===== src/hdl/uwc_pkg.sv =====
package uwc_pkg;

    localparam int unsigned WIPER_W       = 6;
    localparam logic [5:0]  WIPER_MAX     = 6'h3F;
    localparam logic [5:0]  WIPER_MIN     = 6'h00;
    localparam logic [5:0]  WIPER_DEFAULT = 6'h1F;
    localparam logic [5:0]  STEP_MAX      = 6'h3F;

    // Minimum phase time on the pins, in ns, and derived cycles at 200 MHz
    localparam int unsigned CLK_PERIOD_NS = 5;
    localparam int unsigned PHASE_NS      = 500;
    localparam int unsigned PHASE_CYC_I   = (PHASE_NS + CLK_PERIOD_NS - 1) / CLK_PERIOD_NS;
    localparam logic [7:0]  PHASE_CYC     = 8'(PHASE_CYC_I);

    // Command kinds, one per documented command
    typedef enum logic [2:0] {
        UWC_CMD_INC     = 3'h0,
        UWC_CMD_INC_C   = 3'h1,
        UWC_CMD_DEC     = 3'h2,
        UWC_CMD_DEC_C   = 3'h3,
        UWC_CMD_HV_INC1 = 3'h4,
        UWC_CMD_HV_INC2 = 3'h5,
        UWC_CMD_HV_DEC1 = 3'h6,
        UWC_CMD_HV_DEC2 = 3'h7
    } uwc_cmd_t;

    typedef struct packed {
        uwc_cmd_t   cmd;
        logic [5:0] steps;
    } uwc_req_t;

    typedef struct packed {
        logic select_low_n;
        logic elevated_select_level;
        logic up_down;
    } uwc_pins_t;

    typedef enum logic [5:0] {
        UWC_IDLE  = 6'b000001,
        UWC_SETUD = 6'b000010,
        UWC_SEL   = 6'b000100,
        UWC_HIGH  = 6'b001000,
        UWC_LOW   = 6'b010000,
        UWC_END   = 6'b100000
    } uwc_state_t;

endpackage


===== src/hdl/uwc_host.sv =====
// Summary of operation
// - High-voltage increment 1 ends with up/down high before select returns.
// - High-voltage increment 2 and decrement 1 end with up/down low.
// - High-voltage decrement 2 with at least one step ends with up/down high before select returns.
// - After select returns high a new command may start at once.
// - Compatibility increment ends with up/down low, then select high promptly.
// - Standard decrement ends with up/down low, then select high promptly.
// - Compatibility decrement with at least one step ends with up/down high, then select high promptly.
`timescale 1ns/1ps

module uwc_host (
    input  wire logic            clock,
    input  wire logic            rst,
    input  wire logic            req_valid,
    input  wire uwc_pkg::uwc_req_t req,
    output logic                 req_ready,
    output logic                 done,
    output logic [5:0]           wiper_est,
    output uwc_pkg::uwc_pins_t   pins
);

    uwc_pkg::uwc_state_t state_q;
    uwc_pkg::uwc_cmd_t   cmd_q;
    logic [5:0]          left_q;
    logic [7:0]          tmr_q;
    logic                tmr_done;
    logic                done_q;
    logic [5:0]          wiper_q;
    logic                sel_n_q;
    logic                elev_q;
    logic                ud_q;
    logic                sel_go;
    logic                sel_back;
    logic                step_now;

    // Increment kind or decrement kind
    function automatic logic is_inc(input uwc_pkg::uwc_cmd_t c);
        return (c == uwc_pkg::UWC_CMD_INC) || (c == uwc_pkg::UWC_CMD_INC_C) ||
               (c == uwc_pkg::UWC_CMD_HV_INC1) || (c == uwc_pkg::UWC_CMD_HV_INC2);
    endfunction

    // Elevated select level marks the high-voltage commands
    function automatic logic is_hv(input uwc_pkg::uwc_cmd_t c);
        case (c)
            uwc_pkg::UWC_CMD_HV_INC1, uwc_pkg::UWC_CMD_HV_INC2,
            uwc_pkg::UWC_CMD_HV_DEC1, uwc_pkg::UWC_CMD_HV_DEC2: is_hv = 1'b1;
            default:                                            is_hv = 1'b0;
        endcase
    endfunction

    // Up/down level held while select returns high
    function automatic logic end_level(input uwc_pkg::uwc_cmd_t c);
        case (c)
            uwc_pkg::UWC_CMD_INC:     end_level = 1'b0;
            uwc_pkg::UWC_CMD_INC_C:   end_level = 1'b0;
            uwc_pkg::UWC_CMD_DEC:     end_level = 1'b0;
            uwc_pkg::UWC_CMD_DEC_C:   end_level = 1'b1;
            uwc_pkg::UWC_CMD_HV_INC1: end_level = 1'b1;
            uwc_pkg::UWC_CMD_HV_INC2: end_level = 1'b0;
            uwc_pkg::UWC_CMD_HV_DEC1: end_level = 1'b0;
            uwc_pkg::UWC_CMD_HV_DEC2: end_level = 1'b1;
            default:                  end_level = 1'b0;
        endcase
    endfunction

    assign tmr_done  = (tmr_q == 8'h00);
    assign req_ready = (state_q == uwc_pkg::UWC_IDLE);
    assign done      = done_q;
    assign wiper_est = wiper_q;
    assign sel_go    = (state_q == uwc_pkg::UWC_SETUD) && tmr_done;
    assign sel_back  = (state_q == uwc_pkg::UWC_END) && tmr_done;
    assign step_now  = (state_q == uwc_pkg::UWC_LOW) && tmr_done;
    assign pins      = '{select_low_n: sel_n_q, elevated_select_level: elev_q, up_down: ud_q};

    // Each phase lasts a fixed time so the pins meet setup and pulse widths
    always_ff @(posedge clock) begin
        if (rst) begin
            tmr_q <= 8'h00;
        end else if (state_q == uwc_pkg::UWC_IDLE || tmr_done) begin
            tmr_q <= uwc_pkg::PHASE_CYC - 8'h01;
        end else begin
            tmr_q <= tmr_q - 8'h01;
        end
    end

    always_ff @(posedge clock) begin
        if (rst) begin
            state_q <= uwc_pkg::UWC_IDLE;
            cmd_q   <= uwc_pkg::UWC_CMD_INC;
            left_q  <= 6'h00;
        end else begin
            case (state_q)
                uwc_pkg::UWC_IDLE: begin
                    if (req_valid) begin
                        cmd_q   <= req.cmd;
                        left_q  <= req.steps;
                        state_q <= uwc_pkg::UWC_SETUD;
                    end
                end
                uwc_pkg::UWC_SETUD: begin
                    if (tmr_done) begin
                        state_q <= uwc_pkg::UWC_SEL;
                    end
                end
                uwc_pkg::UWC_SEL: begin
                    if (tmr_done) begin
                        state_q <= (left_q == 6'h00) ? uwc_pkg::UWC_END
                                 : (is_inc(cmd_q) ? uwc_pkg::UWC_LOW : uwc_pkg::UWC_HIGH);
                    end
                end
                uwc_pkg::UWC_HIGH: begin
                    if (tmr_done) begin
                        state_q <= (left_q == 6'h00) ? uwc_pkg::UWC_END : uwc_pkg::UWC_LOW;
                    end
                end
                uwc_pkg::UWC_LOW: begin
                    if (tmr_done) begin
                        left_q  <= left_q - 6'h01;
                        state_q <= uwc_pkg::UWC_HIGH;
                    end
                end
                uwc_pkg::UWC_END: begin
                    if (tmr_done) begin
                        state_q <= uwc_pkg::UWC_IDLE;
                    end
                end
                default: state_q <= uwc_pkg::UWC_IDLE;
            endcase
        end
    end

    // Select low level: all but the high-voltage commands
    always_ff @(posedge clock) begin
        if (rst) begin
            sel_n_q <= 1'b1;
        end else if (sel_go) begin
            sel_n_q <= is_hv(cmd_q);
        end else if (sel_back) begin
            sel_n_q <= 1'b1;
        end else if (state_q == uwc_pkg::UWC_IDLE) begin
            sel_n_q <= 1'b1;
        end
    end

    // Elevated flag stands in for the third select level
    always_ff @(posedge clock) begin
        if (rst) begin
            elev_q <= 1'b0;
        end else if (sel_go) begin
            elev_q <= is_hv(cmd_q);
        end else if (sel_back) begin
            elev_q <= 1'b0;
        end else if (state_q == uwc_pkg::UWC_IDLE) begin
            elev_q <= 1'b0;
        end
    end

    // Up/down is set a full phase before select leaves idle
    always_ff @(posedge clock) begin
        if (rst) begin
            ud_q <= 1'b0;
        end else begin
            case (state_q)
                uwc_pkg::UWC_IDLE: begin
                    if (req_valid) begin
                        ud_q <= is_inc(req.cmd);
                    end
                end
                uwc_pkg::UWC_SEL: begin
                    if (tmr_done && left_q == 6'h00) begin
                        // No steps: never raise the line here, a rise would move the wiper
                        ud_q <= end_level(cmd_q) & ud_q;
                    end else if (tmr_done) begin
                        ud_q <= 1'b0;
                    end
                end
                uwc_pkg::UWC_HIGH: begin
                    if (tmr_done) begin
                        ud_q <= (left_q == 6'h00) ? end_level(cmd_q) : 1'b0;
                    end
                end
                uwc_pkg::UWC_LOW: begin
                    if (tmr_done) begin
                        ud_q <= 1'b1; // Rising edge moves the wiper
                    end
                end
                default: ud_q <= ud_q;
            endcase
        end
    end

    // Device cannot be read back, so the host tracks the wiper itself
    always_ff @(posedge clock) begin
        if (rst) begin
            wiper_q <= uwc_pkg::WIPER_DEFAULT;
        end else if (step_now) begin
            if (is_inc(cmd_q) && wiper_q != uwc_pkg::WIPER_MAX) begin
                wiper_q <= wiper_q + 6'h01;
            end else if (!is_inc(cmd_q) && wiper_q != uwc_pkg::WIPER_MIN) begin
                wiper_q <= wiper_q - 6'h01;
            end
        end
    end

    always_ff @(posedge clock) begin
        if (rst) begin
            done_q <= 1'b0;
        end else begin
            done_q <= sel_back;
        end
    end

endmodule


===== config.mk =====
export PLATFORM = sky130hd
export DESIGN_NAME = uwc_host
export DESIGN_NICKNAME = d
export VERILOG_FILES = /design/src/hdl/uwc_pkg.sv /design/src/hdl/uwc_host.sv
export SDC_FILE = /design/constraint.sdc
export NUM_CORES = 1
export LEC_CHECK = 0
export BUFFER_PORTS_ARGS = -buffer_cell sky130_fd_sc_hd__buf_2
export CAP_MARGIN = 20
export CORE_ASPECT_RATIO = 1.75
export CORE_MARGIN = 4
export CORE_UTILIZATION = 25
export CTS_BUF_LIST = sky130_fd_sc_hd__clkbuf_8
export CTS_CLUSTER_SIZE = 16
export DETAILED_ROUTE_END_ITERATION = 8
export MAX_ROUTING_LAYER = met4
export PLACE_DENSITY = 0.45
export SYNTH_ARGS = -nofsm -noshare
export SYNTH_HDL_FRONTEND = slang
export SYNTH_SLANG_ARGS = --single-unit

===== constraint.sdc =====
create_clock -name clock -period 2.75 [get_ports clock]
set_input_delay 0.825 -clock clock [delete_from_list [all_inputs] [get_ports clock]]
set_output_delay 0.825 -clock clock [all_outputs]
set_load 0.02 [all_outputs]

-- Yosys cells after proc, flatten, opt, wreduce, memory -nomap -nowiden
Memory sizes are Yosys's and may differ from the RTL's. A register that Yosys moved wholly into a read port is not among the register bits.
Index checks and enable logic that the tools add are counted.
- bits in registers: 33
- memory bits (read-only): 16
- output and inout port bits: 11
- word-level logic and storage cells: 106
- memories kept: 2
- memories (memory ; words ; bits a word ; read ports ; clocked after Yosys merged registers in ; wr ports ; line ; text):
    (no name shown) ; 8 ; 1 ; 1 ; 1 ; 0 ; uwc_host.sv:53 ; case (c)
    (no name shown) ; 8 ; 1 ; 1 ; 1 ; 0 ; uwc_host.sv:53 ;
- $add $sub $neg: 4
- eq/ne operators: 22
- muxes and demuxes: 37
- bitwise logic cells: 1
- reductions and logical operators: 30
- operators by type and width (cell ; count):
    $mux 6 ; 12
    $pmux 6 s6 ; 1
    $eq 3x3->1 const B ; 6
    $mux 1 ; 16
    $mux 3 ; 4
    $ne 2x2->1 const B ; 6
    $pmux 6 s2 ; 1
    $sub 6x1->6 const B ; 2
    $logic_not 8->1 ; 1
    $sub 8x1->8 const B ; 1
    $logic_or 1x1->1 ; 7
    $mux 7 ; 1
    $add 6x1->6 const B ; 1
    $eq 3x1->1 const B ; 2
    $eq 6x1->1 const B ; 1
    $eq 6x2->1 const B ; 1
    $eq 6x3->1 const B ; 1
    $eq 6x4->1 const B ; 1
    $eq 6x5->1 const B ; 1
    $eq 6x6->1 const B ; 1
    $logic_and 1x1->1 ; 6
    $logic_not 3->1 ; 2
    $logic_not 6->1 ; 1
    $ne 6x6->1 const B ; 1
    other kinds (15) ; 17

-- Longest topological paths before layout
- depth after elaboration: 8
- mapped depth: 9

-- Least setup slack after synthesis
OpenSTA, ideal clock, no wires.
- path kind: reg-to-reg
- from: reg wiper_q[0], in the netlist wiper_est[0]
- to: reg wiper_q[5], in the netlist wiper_est[5]
- library setup time: 136 ps
- data arrival time: 2290 ps
- data required time: 2614 ps
- setup slack: 324 ps
- stages on the path, launching flop included: 9
- period minus slack after synthesis: 2426 ps
- cells stage by stage: dfxtp_1 > nand4_1 > o21bai_1 > ha_1 > a211oi_1 > o21bai_1 > a21o_1 > a221oi_1 > o311ai_1
- longest elaborated chain between the ends: 4
- elaborated cells on any way between the ends: 10
- those cells by class: add/sub (2); eq/ne (1); mux (2); reduce/logical (5)
- ends and longest elaborated chain (what ; line ; text):
    from (decl) ; uwc_host.sv:28 ; logic [5:0] wiper_q;
    from (signal assigned) ; uwc_host.sv:195 ; wiper_q <= uwc_pkg::WIPER_DEFAULT;
    from (signal assigned) ; uwc_host.sv:198 ; wiper_q <= wiper_q + 6'h01;
    from (signal assigned) ; uwc_host.sv:200 ; wiper_q <= wiper_q - 6'h01;
    branches (longest 4 deep; another with $sub 6x1->6) ; n/a ;
Parallel ways; which one is timed is not known. The select of a mux whose other input is x is not followed.
A chain may end at the register's enable or synchronous reset.

-- Final worst setup path
- from: reg state_q[2]
- to: out req_ready
- longest elaborated chain between the ends: 1
- ends and longest elaborated chain (what ; line ; text):
    from (decl) ; uwc_host.sv:22 ; uwc_pkg::uwc_state_t state_q;
    from (signal assigned) ; uwc_host.sv:88 ; state_q <= uwc_pkg::UWC_IDLE;
    from (signal assigned) ; uwc_host.sv:97 ; state_q <= uwc_pkg::UWC_SETUD;
    from (signal assigned) ; uwc_host.sv:102 ; state_q <= uwc_pkg::UWC_SEL;
    $eq 6x1->1 ; uwc_host.sv:67 ; assign req_ready = (state_q == uwc_pkg::UWC_IDLE);
    to (decl) ; uwc_host.sv:16 ; output logic req_ready,
No other way between the ends.

==> summary.md <==
The largest fanout of any net on the critical path came out at 13. The biggest area contributor in the post-synthesis netlist is dfxtp_1. The number of cells on the worst hold path came out at 1. Worst hold slack after final layout: 485 ps.

The arrival time of the worst setup path came out at 1770 ps. Clock latency on the worst-skew pair, taken at its later pin, is 300 ps. The run gives 4 as the iteration count of the initial detailed-routing pass. Counting flops and latches in the post-synthesis netlist gives 34.

The worst-case IR drop observed on VDD is 0.243 mV. STA puts the critical path data required time at 1930 ps. Internal power comes to 1.01 mW. Across all register-to-register paths, the minimum setup slack is 400 ps. The tools report the final number of setup-violating endpoints as 0. Proportion of power drawn by the clock network: 42.0%. The die covers 10200 µm². The post-route netlist has 18.5% of its cells at a drive strength greater than 1. Leakage power: 0.952 nW. After clock tree synthesis, the flow added hold-fix buffers numbering 0. The fmax was 0.386 GHz; the clock sink count was 34. The longest clock path from root to sink contains 2 buffers. Prior to clock tree synthesis, the placed netlist has a worst setup slack of 425 ps.

For the number of nets at the end of the flow, the log shows 302. The tool flagged a number of max-cap violations equal to 0. For this run, the number of Yosys warnings is 0. The share of the cycle needed by the critical path after routing is 94.2%, and the part of the Yosys area used for sequential elements is 31.6%. The number of placed I/O pins is 23, and the count of pins over their slew limit is 0. Actual slew at the worst max-slew pin: 621 ps. The sort of element at the end of the critical path was an output pin. The sequential share of power is 39.7%, and the final hold violation count is 0. STA classifies the critical path startpoint as a flip-flop. For this run the aggregate overflow at the end of global routing stands at 0. The run gives 259 as the gate count after technology mapping. After clock tree synthesis, the setup repair step added 0 buffers. The run gives 4.48 mm as the placed wire-length estimate after detailed placement. The mean instance size in the synthesized netlist came out at 8.32 µm².

The design draws 1.40 mW. After synthesis, the share of flip-flops with an asynchronous set or reset is 0%. For this block, the initial DRC count from the detailed router was 91. The height of the die is 131 µm, and the setup TNS is 0 ps. The tree is rooted in a clkbuf_8. The count of flip-flops with a built-in enable after synthesis is 0.

Yosys attributes the largest share of cell area to dfxtp_1 (32%), ha_1 (5.2%), a21oi_1 (5.1%). The class of the most critical setup path was flip-flop to output pin. In the routed layout, each cell is associated on average with a via count of 4.98.

The die is 78.2 µm wide. The number of antenna violations at the first check in global routing came out at 0. The worst register-to-register path ends at wiper_est[5]$_SDFFE_PP0P_.

The logs give 5.80 mm for the total length of routed wires and 388 for the cell total after placement. Summed over all nets, the switching power comes to 0.389 mW. The wire length per cell came out at 14.6 µm.

In this run the power density over the cells is 564 nW/µm². Setup repair after global routing left no endpoint under its margin. TritonCTS built the clock tree. The most used flip-flop cell after synthesis is dfxtp_1.

The switching part of the total was 27.8%; the proportion of netlist area held by the largest area contributor was 31.6%. The detail route stage leaves a number of antenna-violating nets equal to 0. The time the worst path needs with I/O delays and setup works out to 2590 ps. The run finished with clean final reports. Yosys instantiated no cell more often than dfxtp_1.

Smallest setup slack after layout: 160 ps. Clock-pin slew was measured on the worst setup and hold paths at 70 ps. TritonCTS created 5 clock buffers. Area inside the core boundary: 8370 µm².

At the end of routability-driven placement, the weighted congestion stood at 0.846. The tools report the worst hold path startpoint as tmr_q[0]$_SDFF_PP0_. For the final database, setup skew stands at 8.32 ps. The first global-routing pass estimated 9.67 mm of wire. The path with the worst hold slack has its endpoint at tmr_q[0]$_SDFF_PP0_. The number of nets handed over by synthesis was 281. The number of resized instances in the post-cts repair step is 0. The area growth from synthesis to layout is 15.2%.

The repair_antennas step left the layout with diodes totalling 0. The worst hold path belongs to the class flip-flop to flip-flop. The tools report the placement row count as 44.

Number of standard cells in the layout, taps in and fillers out: 396. The run gives 18.3% as the combinational share of power. Maximum number of pins on one net before global-route repair: 20. The number of different library cells used by synthesis comes to 54.

The count of cells along the worst register-to-register path came out at 8. Global routing used 12.6% of the available tracks. Input and output buffers added on the ports amount to 22. In this run the critical register-to-register path is launched from wiper_est[5]$_SDFFE_PP0P_. Once the floorplan was initialized, standard cells occupied 25.8% of the core. The routed layout has 1972 vias. In this run the tightest slew margin relative to its limit is 58.3%. For this run, design rule violations remaining after detail routing come to 0. The level count of the clock H-tree is 2. The cell area that synthesis handed to floorplanning was 2160 µm². By count the netlist is led by dfxtp_1 (34), a21oi_1 (22), nor2_1 (20), nand2_1 (19), o21ai_0 (15).

Number of global-route vias before repair: 1999.
==> stage by stage <==
| step | instance area [µm²] | util (%) |
|---|---|---|
| after floorplan | 2160 | - |
| after global placement | 2340 | 28.0 |
| after detailed placement | 2340 | 28.0 |
| after CTS | 2480 | 29.7 |
| after global routing | 2480 | 29.7 |
| final | 2480 | 29.7 |
==> kinds of logic after synthesis <==
| kind of cell | share of synthesized area, % |
|---|---|
| compound gates | 24.0 |
| xor+xnor | 4.47 |
| fa+ha+maj | 6.15 |
| buf+inv | 8.07 |
| flops | 31.6 |
| mux | 2.38 |
| simple gates | 23.3 |
==> worst max path at each step <==
stage / start / end / slack (ps)
2_1_floorplan: wiper_est[0]$_SDFFE_PP1P_ / wiper_est[5]$_SDFFE_PP0P_ / 320
3_3_place_gp: wiper_est[5]$_SDFFE_PP0P_ / wiper_est[5]$_SDFFE_PP0P_ / 490
3_5_place_dp: wiper_est[5]$_SDFFE_PP0P_ / wiper_est[5]$_SDFFE_PP0P_ / 430
4_1_cts: state_q[2]$_SDFFE_PP0P_ / req_ready / 170
5_1_grt: state_q[2]$_SDFFE_PP0P_ / req_ready / 70
6_report: state_q[2]$_SDFFE_PP0P_ / req_ready / 160
==> state kept, by name (all words and copies together), names as in the netlist, named ones only <==
name,cells
sel_n_q,1
tmr_q,8
cmd_q,3
ud_q,1
elev_q,1
wiper_est,6
left_q,6
state_q,6
done,1
==> worst max-delay path: stages (launching register included) <==
cell and delay (ps):
dfxtp_1 460, nor4_1 380, buf_4 190, nand2_1 130, inv_1 130, buf_2 170
==> power groups by stage <==
stage / registers, mW / logic (mW) / clock network [mW]
after floorplan: 0.550 / 0.207 / 0
after global routing: 0.561 / 0.292 / 0.625
after detailed placement: 0.566 / 0.258 / 0
after CTS: 0.555 / 0.259 / 0.607
after global placement: 0.566 / 0.258 / 0
final: 0.556 / 0.256 / 0.588
==> cell usage in the layout (no fill, tap or decap), types with 3 or more instances in the layout <==
master / n
dfxtp_1: 34
a21oi_1: 22
buf_2: 22
nor2_1: 20
nand2_1: 19
o21ai_0: 15
inv_1: 12
nor3_1: 11
ha_1: 9
buf_4: 8
nand3_1: 7
a211oi_1: 7
o211ai_1: 7
xnor2_1: 6
clkbuf_8: 6
nor4_1: 5
o31ai_1: 5
xor2_1: 5
a21o_1: 5
nand4_1: 4
mux2i_1: 4
nor2b_1: 4
nand3b_1: 3
and2_1: 3
or3_1: 3
or4_1: 3
==> final cells by class <==
cell class	instances	area [µm²]
tap	115	144
timing repair buffer	30	170
inverter	12	45.0
clock buffer	6	82.6
fill	956	5880
clock inverter	2	60.1
sequential	34	681
multi-input combinational	197	1300
==> routing by layer <==
layer | part of all wire [%] | up-vias | global-route usage [%]
li1 | - | 979 | -
met1 | 38 | 934 | 11.9
met2 | 56 | 45 | 23.6
met3 | 2.3 | 14 | 1.71
met4 | 4.1 | 0 | 8.14
met5 | 0 | - | -
Power figures use the tool's default switching activity.
